===== src/hw/dmm_pkg.sv =====
// Shared constants and carrier types for the dual MII MAC port block
package dmm_pkg;
  // ----------------------------------------------------------------
  // Widths and depths
  // ----------------------------------------------------------------
  localparam int NIB_W = 4;
  localparam int FIFO_DEPTH = 8;
  localparam int PRE_NIBS = 15;         // Preamble nibbles before the SFD
  localparam logic [3:0] PRE_NIB = 4'h5;
  localparam logic [3:0] SFD_NIB = 4'hd;
  // Management clock divider: half period in core cycles
  localparam int MDC_HALF = 25;
  localparam logic [7:0] MDC_HALF_C = 8'h19;
  localparam logic [5:0] MGMT_BITS = 6'h20;
  localparam logic [5:0] HASH_BITS = 6'h06;

  // ----------------------------------------------------------------
  // Carrier and state types
  // ----------------------------------------------------------------
  // One nibble of a frame with its end-of-frame mark
  typedef struct packed {
    logic last;
    logic [3:0] nib;
  } dmm_word_s;

  // Line status seen from the PHY, after synchronising
  typedef struct packed {
    logic carrier;
    logic collision;
  } dmm_line_s;

  typedef enum logic [1:0] {TX_IDLE, TX_PRE, TX_SFD, TX_DATA} dmm_tx_e;
  typedef enum logic [1:0] {MG_IDLE, MG_SHIFT, MG_DONE} dmm_mg_e;
endpackage


===== src/hw/dmm_fifo.sv =====
// Small flop-based FIFO with valid/ready on both sides
`timescale 1ns/1ps
`default_nettype none
module dmm_fifo #(
  parameter int WIDTH = 5,
  parameter int DEPTH = 8
) (
  // Clock and reset
  input wire logic mclk,
  input wire logic arst_n,
  // Fill side
  input wire logic in_valid,
  output logic in_ready,
  input wire logic [WIDTH-1:0] in_data,
  // Drain side
  output logic out_valid,
  input wire logic out_ready,
  output logic [WIDTH-1:0] out_data
);
  localparam int AW = $clog2(DEPTH);
  logic [WIDTH-1:0] mem_reg [DEPTH];
  logic [AW-1:0] wr_reg;
  logic [AW-1:0] rd_reg;
  logic [AW:0] cnt_reg;
  wire do_wr;
  wire do_rd;

  // Handshake decode; full and empty come straight from the count
  assign in_ready = (cnt_reg != (AW+1)'(DEPTH));
  assign out_valid = (cnt_reg != '0);
  assign do_wr = in_valid && in_ready;
  assign do_rd = out_valid && out_ready;
  assign out_data = mem_reg[rd_reg];

  // Storage
  always_ff @(posedge mclk) begin
    if (do_wr) mem_reg[wr_reg] <= in_data;
  end

  // Pointers and count
  always_ff @(posedge mclk or negedge arst_n) begin
    if (!arst_n) begin
      wr_reg <= '0;
      rd_reg <= '0;
      cnt_reg <= '0;
    end else begin
      if (do_wr) wr_reg <= wr_reg + 1'b1;
      if (do_rd) rd_reg <= rd_reg + 1'b1;
      cnt_reg <= cnt_reg + (AW+1)'(do_wr) - (AW+1)'(do_rd);
    end
  end
endmodule
`default_nettype wire


===== src/hw/dmm_port.sv =====
// Dual MII MAC port: two nibble ports and one shared management line
//
// Function
// [RQ1] The PHY supplies each transmit clock at 25 MHz or 2.5 MHz.
// [RQ2] The PHY supplies each receive clock at 25 MHz or 2.5 MHz.
// [RQ3] Transmit nibbles change in step with the port's transmit clock.
// [RQ4] Transmit enable rises with the first preamble nibble, holds to the end.
// [RQ5] Receive nibbles are sampled in step with the port's receive clock.
// [RQ6] Receive nibbles count as frame data only while receive valid is high.
// [RQ7] The PHY raises collision whenever it sees one on the medium.
// [RQ8] The PHY holds carrier sense while either medium is active.
// [RQ9] The PHY holds carrier sense for the whole of a collision.
// [RQ10] Carrier sense is synchronised before any logic uses it.
// [RQ11] One shared management data line carries write data to both PHYs.
// [RQ12] The management clock drives the data line out and samples it in.
// [RQ13] The management clock pin stays an input until software enables it.
// [RQ14] The first port has no address hashing.
// [RQ15] The second port has address hashing.
// [RQ16] Exactly one management interface is shared by both ports.
// [RQ17] PHY clocked logic crosses safely into the core clock domain.
`timescale 1ns/1ps
`default_nettype none
module dmm_port (
  // Core clock and reset
  input wire logic mclk,
  input wire logic arst_n,
  // Port 0 PHY pins
  input wire logic port0_tx_clock_in,
  output logic [3:0] port0_tx_nibble,
  output logic port0_tx_enable,
  input wire logic port0_rx_clock_in,
  input wire logic [3:0] port0_rx_nibble,
  input wire logic port0_rx_valid,
  input wire logic port0_collision,
  input wire logic port0_carrier_sense,
  // Port 1 PHY pins
  input wire logic port1_tx_clock_in,
  output logic [3:0] port1_tx_nibble,
  output logic port1_tx_enable,
  input wire logic port1_rx_clock_in,
  input wire logic [3:0] port1_rx_nibble,
  input wire logic port1_rx_valid,
  input wire logic port1_collision,
  input wire logic port1_carrier_sense,
  // Shared management pins, enables low while driving
  input wire logic mgmt_data_line_i,
  output logic mgmt_data_line_o,
  output logic mgmt_data_line_oe_n,
  input wire logic mgmt_clock_line_i,
  output logic mgmt_clock_line_o,
  output logic mgmt_clock_line_oe_n,
  // User transmit streams, one per port
  input wire logic [1:0] tx_valid,
  output logic [1:0] tx_ready,
  input wire dmm_pkg::dmm_word_s [1:0] tx_word,
  // User receive streams
  output logic [1:0] rx_valid,
  input wire logic [1:0] rx_ready,
  output dmm_pkg::dmm_word_s [1:0] rx_word,
  output dmm_pkg::dmm_line_s [1:0] line_status,
  output logic [5:0] port1_hash,
  // Management command
  input wire logic mgmt_clock_drive_en,
  input wire logic mgmt_start,
  input wire logic [31:0] mgmt_frame,
  input wire logic [31:0] mgmt_out_en,
  output logic mgmt_busy,
  output logic [31:0] mgmt_read_data
);
  // ----------------------------------------------------------------
  // Pin synchronisers
  // ----------------------------------------------------------------
  wire [17:0] pin_raw;
  logic [17:0] s1_reg;
  logic [17:0] s2_reg;
  logic [17:0] s3_reg;
  assign pin_raw = {port1_rx_valid, port1_rx_nibble, port1_rx_clock_in,
                    port1_tx_clock_in, port1_collision, port1_carrier_sense,
                    port0_rx_valid, port0_rx_nibble, port0_rx_clock_in,
                    port0_tx_clock_in, port0_collision, port0_carrier_sense};

  // Two stages before any use, third stage only for edge finding
  always_ff @(posedge mclk or negedge arst_n) begin
    if (!arst_n) begin
      s1_reg <= '0;
      s2_reg <= '0;
      s3_reg <= '0;
    end else begin
      s1_reg <= pin_raw; // [RQ10] [RQ17]
      s2_reg <= s1_reg;
      s3_reg <= s2_reg;
    end
  end

  // Management pins get their own pair of stages
  logic [1:0] m1_reg;
  logic [1:0] m2_reg;
  logic mdc_old_reg;
  always_ff @(posedge mclk or negedge arst_n) begin
    if (!arst_n) begin
      m1_reg <= '0;
      m2_reg <= '0;
      mdc_old_reg <= 1'b0;
    end else begin
      m1_reg <= {mgmt_clock_line_i, mgmt_data_line_i};
      m2_reg <= m1_reg;
      mdc_old_reg <= m2_reg[1];
    end
  end

  // ----------------------------------------------------------------
  // Per-port logic
  // ----------------------------------------------------------------
  // Nine bits per port slice, low to high: crs, col, txc, rxc, nib, dv
  wire [8:0] p_now [2];
  wire [8:0] p_old [2];
  assign p_now[0] = s2_reg[8:0];
  assign p_now[1] = s2_reg[17:9];
  assign p_old[0] = s3_reg[8:0];
  assign p_old[1] = s3_reg[17:9];

  dmm_pkg::dmm_tx_e tx_st_reg [2];
  logic [3:0] pre_cnt_reg [2];
  logic [3:0] txn_reg [2];
  logic [1:0] txe_reg;
  logic [5:0] hash_reg;
  logic [4:0] hash_out_reg;
  logic [1:0] rxv_reg;
  logic [1:0] dv_seen_reg;
  dmm_pkg::dmm_word_s rxw_reg [2];
  dmm_pkg::dmm_line_s [1:0] line_reg;

  // Outputs from flops
  assign port0_tx_nibble = txn_reg[0];
  assign port1_tx_nibble = txn_reg[1];
  assign port0_tx_enable = txe_reg[0];
  assign port1_tx_enable = txe_reg[1];
  assign line_status = line_reg;
  assign port1_hash = hash_reg; // [RQ15]

  genvar g;
  for (g = 0; g < 2; g++) begin : g_port
    wire txc_fall;
    wire rxc_rise;
    wire fifo_ready;
    wire fifo_valid;
    dmm_pkg::dmm_word_s fifo_word;
    wire pull;
    // Change on the falling edge so the PHY samples on the rising edge
    assign txc_fall = p_old[g][2] && !p_now[g][2]; // [RQ3]
    assign rxc_rise = p_now[g][3] && !p_old[g][3]; // [RQ5]
    assign pull = txc_fall && (tx_st_reg[g] == dmm_pkg::TX_DATA);

    dmm_fifo #(.WIDTH(5), .DEPTH(dmm_pkg::FIFO_DEPTH)) u_txq (
      .mclk(mclk),
      .arst_n(arst_n),
      .in_valid(tx_valid[g]),
      .in_ready(fifo_ready),
      .in_data(tx_word[g]),
      .out_valid(fifo_valid),
      .out_ready(pull),
      .out_data(fifo_word)
    );
    assign tx_ready[g] = fifo_ready;

    // Transmit sequencer: preamble, SFD, then queued nibbles
    always_ff @(posedge mclk or negedge arst_n) begin
      if (!arst_n) begin
        tx_st_reg[g] <= dmm_pkg::TX_IDLE;
        pre_cnt_reg[g] <= '0;
        txn_reg[g] <= '0;
        txe_reg[g] <= 1'b0;
      end else if (txc_fall) begin
        case (tx_st_reg[g])
          dmm_pkg::TX_IDLE: begin
            txe_reg[g] <= 1'b0;
            if (fifo_valid) begin
              tx_st_reg[g] <= dmm_pkg::TX_PRE;
              txn_reg[g] <= dmm_pkg::PRE_NIB;
              txe_reg[g] <= 1'b1; // [RQ4]
              pre_cnt_reg[g] <= 4'h1;
            end
          end
          dmm_pkg::TX_PRE: begin
            pre_cnt_reg[g] <= pre_cnt_reg[g] + 4'h1;
            if (pre_cnt_reg[g] == 4'(dmm_pkg::PRE_NIBS - 1)) begin
              tx_st_reg[g] <= dmm_pkg::TX_SFD;
            end
          end
          dmm_pkg::TX_SFD: begin
            txn_reg[g] <= dmm_pkg::SFD_NIB;
            tx_st_reg[g] <= dmm_pkg::TX_DATA;
          end
          dmm_pkg::TX_DATA: begin
            // An empty queue mid-frame ends the frame early
            txn_reg[g] <= fifo_word.nib;
            txe_reg[g] <= fifo_valid; // [RQ4]
            if (!fifo_valid || fifo_word.last) begin
              tx_st_reg[g] <= dmm_pkg::TX_IDLE;
            end
          end
          default: tx_st_reg[g] <= dmm_pkg::TX_IDLE;
        endcase
      end
    end

    // Receive capture; the last mark follows on the valid fall
    always_ff @(posedge mclk or negedge arst_n) begin
      if (!arst_n) begin
        rxv_reg[g] <= 1'b0;
        rxw_reg[g] <= '0;
        line_reg[g] <= '0;
        dv_seen_reg[g] <= 1'b0;
      end else begin
        line_reg[g] <= '{carrier: p_now[g][0], collision: p_now[g][1]};
        if (rx_ready[g]) rxv_reg[g] <= 1'b0;
        // Valid is steady around rises, so remember it from the last one
        if (rxc_rise) dv_seen_reg[g] <= p_now[g][8];
        if (rxc_rise && p_now[g][8]) begin
          rxw_reg[g] <= '{last: 1'b0, nib: p_now[g][7:4]}; // [RQ6]
          rxv_reg[g] <= 1'b1;
        end else if (rxc_rise && dv_seen_reg[g] && !rxw_reg[g].last) begin
          rxw_reg[g].last <= 1'b1;
          rxv_reg[g] <= 1'b1;
        end
      end
    end
    assign rx_valid[g] = rxv_reg[g];
    assign rx_word[g] = rxw_reg[g];
  end

  // Address hash on port 1 only: CRC-style fold over received nibbles
  wire rx1_take;
  wire [5:0] hash_base;
  assign rx1_take = rxv_reg[1] && rx_ready[1] && !rxw_reg[1].last;
  assign hash_base = (hash_out_reg == 5'h00) ? 6'h00 : hash_reg; // New frame
  always_ff @(posedge mclk or negedge arst_n) begin
    if (!arst_n) begin
      hash_reg <= '0;
      hash_out_reg <= '0;
    end else if (rxv_reg[1] && rx_ready[1] && rxw_reg[1].last) begin
      hash_out_reg <= '0; // Result stays readable after the frame
    end else if (rx1_take && hash_out_reg < 5'h0c) begin
      // First twelve nibbles are the destination address
      hash_reg <= {hash_base[1:0], hash_base[5:2]} ^ {2'b00, rxw_reg[1].nib};
      hash_out_reg <= hash_out_reg + 5'h01; // [RQ15]
    end
  end
  // Port 0 carries no hash logic at all. [RQ14]

  // ----------------------------------------------------------------
  // Shared management interface
  // ----------------------------------------------------------------
  dmm_pkg::dmm_mg_e mg_st_reg;
  logic [7:0] div_reg;
  logic mdc_reg;
  logic [31:0] sh_reg;
  logic [31:0] oe_reg;
  logic [5:0] bit_reg;
  logic [31:0] rd_reg;
  wire mdc_rise;
  wire mdc_fall;
  wire div_hit;

  // Own divider drives the clock only when software enables it
  assign div_hit = (div_reg == dmm_pkg::MDC_HALF_C - 8'h01);
  assign mdc_rise = mgmt_clock_drive_en ? (div_hit && !mdc_reg) // [RQ12]
                                        : (m2_reg[1] && !mdc_old_reg);
  assign mdc_fall = mgmt_clock_drive_en ? (div_hit && mdc_reg)
                                        : (!m2_reg[1] && mdc_old_reg);
  assign mgmt_clock_line_o = mdc_reg;
  assign mgmt_clock_line_oe_n = !mgmt_clock_drive_en; // [RQ13]
  assign mgmt_data_line_o = sh_reg[31]; // [RQ11] [RQ16]
  assign mgmt_data_line_oe_n = !(mg_st_reg == dmm_pkg::MG_SHIFT && oe_reg[31]);
  assign mgmt_busy = (mg_st_reg != dmm_pkg::MG_IDLE);
  assign mgmt_read_data = rd_reg;

  // Clock divider
  always_ff @(posedge mclk or negedge arst_n) begin
    if (!arst_n) begin
      div_reg <= '0;
      mdc_reg <= 1'b0;
    end else if (!mgmt_clock_drive_en) begin
      div_reg <= '0;
      mdc_reg <= 1'b0;
    end else if (div_hit) begin
      div_reg <= '0;
      mdc_reg <= !mdc_reg;
    end else begin
      div_reg <= div_reg + 8'h01;
    end
  end

  // Shift engine: change data on falling edge, sample on rising edge
  always_ff @(posedge mclk or negedge arst_n) begin
    if (!arst_n) begin
      mg_st_reg <= dmm_pkg::MG_IDLE;
      sh_reg <= '0;
      oe_reg <= '0;
      bit_reg <= '0;
      rd_reg <= '0;
    end else begin
      case (mg_st_reg)
        dmm_pkg::MG_IDLE: begin
          if (mgmt_start) begin
            sh_reg <= mgmt_frame;
            oe_reg <= mgmt_out_en;
            bit_reg <= '0;
            mg_st_reg <= dmm_pkg::MG_SHIFT;
          end
        end
        dmm_pkg::MG_SHIFT: begin
          if (mdc_rise && !oe_reg[31]) begin
            rd_reg <= {rd_reg[30:0], m2_reg[0]}; // [RQ12]
          end
          if (mdc_fall) begin
            sh_reg <= {sh_reg[30:0], 1'b0};
            oe_reg <= {oe_reg[30:0], 1'b0};
            bit_reg <= bit_reg + 6'h01;
            if (bit_reg == dmm_pkg::MGMT_BITS - 6'h01) begin
              mg_st_reg <= dmm_pkg::MG_DONE;
            end
          end
        end
        dmm_pkg::MG_DONE: mg_st_reg <= dmm_pkg::MG_IDLE;
        default: mg_st_reg <= dmm_pkg::MG_IDLE;
      endcase
    end
  end
endmodule
`default_nettype wire


===== config.mk =====
export PLATFORM = sky130hd
export DESIGN_NAME = dmm_port
export DESIGN_NICKNAME = d
export VERILOG_FILES = /design/src/hw/dmm_pkg.sv /design/src/hw/dmm_fifo.sv /design/src/hw/dmm_port.sv
export SDC_FILE = /design/constraint.sdc
export NUM_CORES = 1
export LEC_CHECK = 0
export BUFFER_PORTS_ARGS = -buffer_cell sky130_fd_sc_hd__buf_2
export CAP_MARGIN = 20
export CORE_MARGIN = 4
export CORE_UTILIZATION = 55
export CTS_CLUSTER_DIAMETER = 40
export CTS_CLUSTER_SIZE = 10
export DETAILED_ROUTE_END_ITERATION = 16
export PLACE_DENSITY = 0.74
export SYNTH_ARGS = -nofsm -noshare
export SYNTH_HDL_FRONTEND = slang
export SYNTH_HIERARCHICAL = 1
export SYNTH_SLANG_ARGS = --single-unit

===== constraint.sdc =====
create_clock -name mclk -period 2.6 [get_ports mclk]
set_input_delay 0.65 -clock mclk [delete_from_list [all_inputs] [get_ports mclk]]
set_output_delay 0.65 -clock mclk [all_outputs]
set_load 0.005 [all_outputs]

==> out/metrics.cfg, run 1 <==
[clocking]
htreeDepth=2
tritoncts=yes
cts_buffers=45
root_buffer=clkbuf_16
worstSkewPairLatency_ns=0.52
cts_hold_buf=0
cts.clk_slew.worst_paths_ns=0.05
post_cts_buffers=0
cts_resized=0
cts_num_sinks=309
max-clock-path-buffers=3

[yosys]
synthMuxAreaShare_pct=15.9
synth-xor-area-share_pct=1.65
syn_avg_cell_area_um2=13.2
ys.flop_type=dfrtp_1
yosysUniqueCellTypes=57
yosysSeqAreaShare_pct=61.2
yosysWarningCount=6
async_reset_ff_share_pct=74.1
postSynthCellCount=1007
syn-num-nets=1147
yosys.area_share.simple_pct=11.2
synth_compound_area_share_pct=3.54
synthesis.area_um2=13300
synth_edf_count=80
synth_fa_ha_area_share_pct=3.69
synth_top_family_by_area=multiplexers
synth_top_area_share_pct=43.1
synth-seq-cells=309
synth_top_area_cell=dfrtp_1
synth.area.top_cells=dfrtp_1 43%, edfxtp_1 18%, nand2_1 6.2%

[detailed_routing]
vias=8203
routedWlPerCell_um=16.7
viasPerCell=5.27
drtIter0Drc=465
wl_met2_um=12100
drtAntennaViolNets=0
wirelength_um=25900
drc_errors=0
top_layer_used=met5
first_pass_iters=4
wl_met1_um=11300
met3_length_um=1750

[hold_path]
hold_class=in2async

[final_layout]
syn_to_final_growth_pct=20.9
utilization_pct=68.1
multiInputGateArea_um2=4810
nets=1344
drive_gt1_share_pct=31.7
ff_latch_area_um2=8130
fin_cells=1557
stdcell_area_um2=16100
nFillCells=1653
largest_reg_flops=80

[floorplan]
die_h_um=163
core_um2=23600
io_pins=173
die-area_um2=26700
die-width_um=163
start_util_pct=56.3
rows=56

[worst_setup_path]
critPathKind=reg2reg
crit_family=adder cells
arrival_ns=2.86
crit_chain=inv_1, ha_1, or3b_2, nand2_1, inv_1, ha_1, inv_1, ha_1, fa_1, xor2_1
max_stage_delay_ns=0.49
startpoint_type=flip-flop
cp_slowest_cell=or3b_2
crit_fanout=5
worst_ep_required_time_ns=2.99
rrSetupSlack_ns=0.13
crit_buf_inv=3
end_kind=flip-flop

[flow_run]
maxCapViolCount=0

[pwr]
p_per_area_nw_per_um2=1010
max-vdd-ir-drop_mv=0.661
p_leak_nw=7.76

[sta]
setup-violations-final=0
slew_headroom_pct=56.9
final.setup.tns_ns=0
slew_violations=0
tightest_slew_ns=0.646
skew_ns=0.0223
fin_crit_sh_pct=95.1
finalHoldViolCount=0
grt_setup_unrepaired=false
max_freq_mhz=405
period_needed_ns=2.47

[place]
place_area_um2=14600
port_buffers=172
dp_hpwl_um=17200
place_congestion=0.774
place_inst=1476

[global_routing]
grt_pass1_vias=8686
grt_max_degree=74
grt_first_pass_wirelength_um=43200
grtUsageTotal_pct=19.9
antenna_found_initial=6
grt_overflow_total=0

[run_status]
status=complete, no violations

## routing by layer
layer	GRT usage, %	vias up
li1	-	3903
met1	26.8	4016
met2	31.9	217
met3	5.60	59
met4	5.72	8
met5	0	-
## placed cells by master, fill, tap and decap left out, types with 11 or more instances in the layout
cell       synthesis  final
dfrtp_1          229    229
nand2_1          220    220
buf_2              1    171
edfxtp_1          80     80
mux2_2            68     68
clkbuf_16          0     49
mux2_4            45     45
ha_1              36     36
nor2_1            36     35
inv_1             35     35
nand3_1           23     23
mux4_1            20     20
o21ai_0           18     18
buf_4              7     15
a21oi_1           14     14
xor2_1            14     14
xnor2_1           11     11
nand2b_1          12     11
## per-stage QoR
step / hold WS, ns / setup slack (ns) / total power (W)
finish: 0.105 / 0.128 / 0.0162
detailed placement: 0.335 / 0.122 / 0.0103
global route: 0.122 / 0.0265 / 0.0172
floorplan: 0.331 / 0.283 / 0.00923
CTS: 0.112 / 0.112 / 0.0164
global placement: 0.332 / 0.204 / 0.0102
## report_power, final
part | internal (W) | total [W] | switching (W)
Sequential | 0.00602 | 0.00678 | 0.000760
Clock | 0.00381 | 0.00589 | 0.00209
Combinational | 0.00186 | 0.00351 | 0.00164
Total | 0.0117 | 0.0162 | 0.00449
## cell families (layout without fill, tap and decap cells)
| family | after synthesis | after routing |
|---|---|---|
| other | 0 | 2 |
| XOR/XNOR | 25 | 25 |
| multiplexers | 147 | 147 |
| flip-flops | 309 | 309 |
| adder cells (fa/ha/maj) | 38 | 38 |
| AND/OR/NAND/NOR | 340 | 340 |
| AO/OA/AOI/OAI | 70 | 70 |
| buffers and inverters | 78 | 307 |
## area by class of cell
class                           instances  area share [%]
Clock buffer                           62            8.12
Antenna cell                            2          0.0311
Inverter                               35           0.817
Timing Repair Buffer                  193            6.86
Clock inverter                         17            1.18
Multi-Input combinational cell        620            29.9
Tap cell                              319            2.48
Sequential cell                       309            50.6
## path summary, 6_finish.rpt
path                                            start                          to  depth (start not counted)
setup / recovery           g_port[0].u_txq/cnt_reg[2]  g_port[0].u_txq/cnt_reg[2]                         10
hold / removal                                 arst_n          port0_tx_nibble[0]                          1
setup reg to reg           g_port[0].u_txq/cnt_reg[2]  g_port[0].u_txq/cnt_reg[2]                         10
hold reg to reg                             m1_reg[0]                   m2_reg[0]                          0
max in group asynchronous                      arst_n                  bit_reg[1]                          2
min in group mclk                    mgmt_data_line_i                   m1_reg[0]                          1
## Yosys cell counts, types with 18 or more instances
master / number
ha_1: 36
nand2_1: 220
nor2_1: 36
clkbuf_1: 23
mux2_4: 45
edfxtp_1: 80
inv_1: 35
o21ai_0: 18
mux4_1: 20
mux2_2: 68
nand3_1: 23
dfrtp_1: 229
Note: power is estimated with default switching activity, not from simulation.
==> inputs of run 2 (changes only) <==
ABC_AREA = 1   (was unset)
==> run 2 against run 1 <==
Cell count up 36%. Cell area is 2.7% higher. Critical path depth unchanged. Sequential cell count did not move. Clock skew down 0.0066 ns. Die area increased by 4.3%. Synthesized cell count up 56%. Register-to-register slack better by 0.24 ns. Largest cell class unchanged.
==> out/metrics.cfg, run 2 <==
[clocking]
cts.clk_slew.worst_paths_ns=0.05  ; about the same
htreeDepth=2  ; unchanged
root_buffer=clkbuf_16
tritoncts=yes
post_cts_buffers=0  ; unchanged
cts_buffers=44  ; -2.2%
cts_num_sinks=309  ; unchanged
max-clock-path-buffers=3  ; unchanged
worstSkewPairLatency_ns=0.52  ; about the same
cts_resized=0  ; unchanged
cts_hold_buf=0  ; unchanged

[place]
port_buffers=172  ; unchanged
dp_hpwl_um=19000  ; +10%
place_inst=2037  ; +38%
pre_cts_ws_ns=0.350  ; +0.228 ns
place_congestion=0.804  ; +3.9%

[global_routing]
grt_max_degree=74  ; unchanged
grtUsageTotal_pct=20.6  ; +0.78 points
grt_pass1_vias=10100  ; +17%
grt_use_met3_pct=4.05  ; -1.5 points
antenna_found_initial=1  ; -5
use_met1_pct=29.5  ; +2.8 points
grt_busiest_layer=met2
grt_overflow_total=0  ; unchanged
grtUsageMet2_pct=32.9  ; +0.96 points
grt_first_pass_wirelength_um=48900  ; +13%

[yosys]
netlist_top_cells_count=642 x nand2_1, 229 x dfrtp_1, 179 x nand3_1, 171 x inv_1, 80 x edfxtp_1
syn-num-nets=1713  ; +49%
yosysSeqAreaShare_pct=58.5  ; -2.7 points
ys.flop_type=dfrtp_1
synth_edf_count=80  ; unchanged
synth-seq-cells=309  ; unchanged
yosysWarningCount=6  ; unchanged
yosysMostFrequentCell=nand2_1
synth_top_area_share_pct=41.2  ; -1.9 points
async_reset_ff_share_pct=74.1  ; unchanged
postSynthCellCount=1573  ; +56%
synth_top_area_cell=dfrtp_1
synth.area.top_cells=dfrtp_1 41%, nand2_1 17%, edfxtp_1 17%
syn_avg_cell_area_um2=8.83  ; -33%
synthesis.area_um2=13900  ; +4.5%
yosysUniqueCellTypes=31  ; -46%

[worst_setup_path]
crit_buf_inv=3  ; unchanged
rrSetupSlack_ns=0.37  ; +0.24 ns
max_stage_delay_ns=0.41  ; -0.08 ns
crit_chain=ha_1, inv_1, nor2_1, nand2_1, inv_1, ha_1, inv_1, ha_1, fa_1, xor2_1
arrival_ns=2.63  ; -0.23 ns
crit_fanout=4  ; -1
critPathKind=reg2reg
startpoint_type=flip-flop
worst_ep_required_time_ns=2.99  ; about the same
cp_slowest_cell=dfrtp_1
end_kind=flip-flop
crit_family=adder cells

[final_layout]
syn_to_final_growth_pct=18.8
nets=1899  ; +41%
drive_gt1_share_pct=16.3  ; -15 points
layout_commonest_cell=nand2_1
diodes=0  ; -2
utilization_pct=67.1  ; -1.0 points
layout_common_cells=642 x nand2_1, 229 x dfrtp_1, 179 x nand3_1
largest_reg_flops=80  ; unchanged
fin_cells=2112  ; +36%

[pwr]
pwr-share-seq_pct=41.4  ; -0.5 points
pwr-share-comb_pct=22.3  ; +0.6 points
p_int_w=0.0110  ; -6.2%
p_per_area_nw_per_um2=958  ; -4.8%
swShare_pct=30.7  ; +2.9 points
p_leak_nw=8.78  ; +13%
power.net_switching_w=0.00485  ; +8.0%
p_total_w=0.0158  ; -2.2%
p_clk_share_pct=36.3  ; about the same
max-vdd-ir-drop_mv=0.728  ; +10%

[floorplan]
start_util_pct=56.5  ; +0.19 points
io_pins=173  ; unchanged
core_um2=24600  ; +4.2%
rows=57  ; +1.8%
die-width_um=167  ; +2.1%
die-area_um2=27900  ; +4.3%
die_h_um=167  ; +2.1%

[sta]
tightest_slew_ns=0.814  ; +0.168 ns
setup-violations-final=0  ; unchanged
slew_violations=0  ; unchanged
grt_setup_unrepaired=false
slew_headroom_pct=45.3  ; -12 points
setup_slack_ns=0.366  ; +0.238 ns
finalHoldViolCount=0  ; unchanged
fin_crit_sh_pct=85.9  ; -9.2 points
max_freq_mhz=448  ; +11%
skew_ns=0.0157  ; -0.00659 ns
period_needed_ns=2.23  ; -0.238 ns
final.setup.tns_ns=0  ; unchanged

[detailed_routing]
routedWlPerCell_um=13.6  ; -18%
vias=10500  ; +28%
wirelength_um=28700  ; +11%
viasPerCell=4.97  ; -5.6%
drtAntennaViolNets=0  ; unchanged
first_pass_iters=5  ; +1
drc_errors=0  ; unchanged
drtIter0Drc=803  ; +73%

[hold_path]
hold_class=in2async

[flow_run]
maxCapViolCount=0  ; unchanged

[run_status]
status=complete, no violations

==> run 2: changes by cell type after synthesis, moves of 27 or more <==
| cell | previous run | this run |
|---|---|---|
| inv_1 | 35 | 171 |
| mux2_2 | 68 | 0 |
| nand3_1 | 23 | 179 |
| mux2_4 | 45 | 0 |
| nand2_1 | 220 | 642 |
| buf_2 | 1 | 28 |
==> run 2: final cells by class <==
type                       instances  area (um^2)
clock buffer                      62         1280
clock inverter                    13          155
fill                            1909         8100
inverter                         177          664
multi-input combinational       1020         4670
sequential                       309         8130
tap                              324          405
timing repair buffer             207         1200
==> run 2: kinds of logic after synthesis <==
family	synth area share (%)
buffers and inverters	7.95
adders and majority gates	3.53
AOI/OAI and AO/OA	2.04
and+or+nand+nor	26.9
DFF	58.5
xor gates and xnor gates	1.07
==> run 2: metrics by stage <==
step,hold WS (ns),area [um^2]
5_1_grt,0.150,16500
2_1_floorplan,0.331,13900
3_5_place_dp,0.335,15100
3_3_place_gp,0.331,15100
4_1_cts,0.117,16500
6_report,0.107,16500
==> run 2: metal layers <==
| layer | up-vias | share of wire (%) |
|---|---|---|
| met4 | 2 | 1.7 |
| li1 | 5307 | - |
| met2 | 294 | 47 |
| met5 | - | 0.063 |
| met3 | 45 | 6.2 |
| met1 | 4853 | 45 |
==> run 2: path summary, 6_finish.rpt <==
kind	cells past startpoint	start	to
max in group asynchronous	2	arst_n	oe_reg[7]
worst max-delay path	10	tx_st_reg[0]	g_port[1].u_txq/cnt_reg[2]
worst min register to register	0	s2_reg[1]	s3_reg[1]
worst max register to register	10	tx_st_reg[0]	g_port[1].u_txq/cnt_reg[2]
min in group mclk	1	port0_carrier_sense	s1_reg[0]
worst min-delay path	1	arst_n	port0_tx_nibble[3]
==> run 2: worst reg2reg max path, cell delays in order (launching register included) <==
cell and delay, ns:
dfrtp_1 0.41, ha_1 0.26, inv_1 0.12, nor2_1 0.06
nand2_1 0.12, inv_1 0.09, ha_1 0.27, inv_1 0.04
ha_1 0.20, fa_1 0.39, xor2_1 0.16
==> run 2: power by group through the flow <==
stage          clock network [W]  registers, W  logic (W)
5_1_grt                  0.00611       0.00665    0.00411
6_report                 0.00574       0.00654    0.00353
4_1_cts                  0.00587       0.00654    0.00358
2_1_floorplan                  0       0.00643    0.00262
3_5_place_dp                   0       0.00661    0.00354
3_3_place_gp                   0       0.00657    0.00340
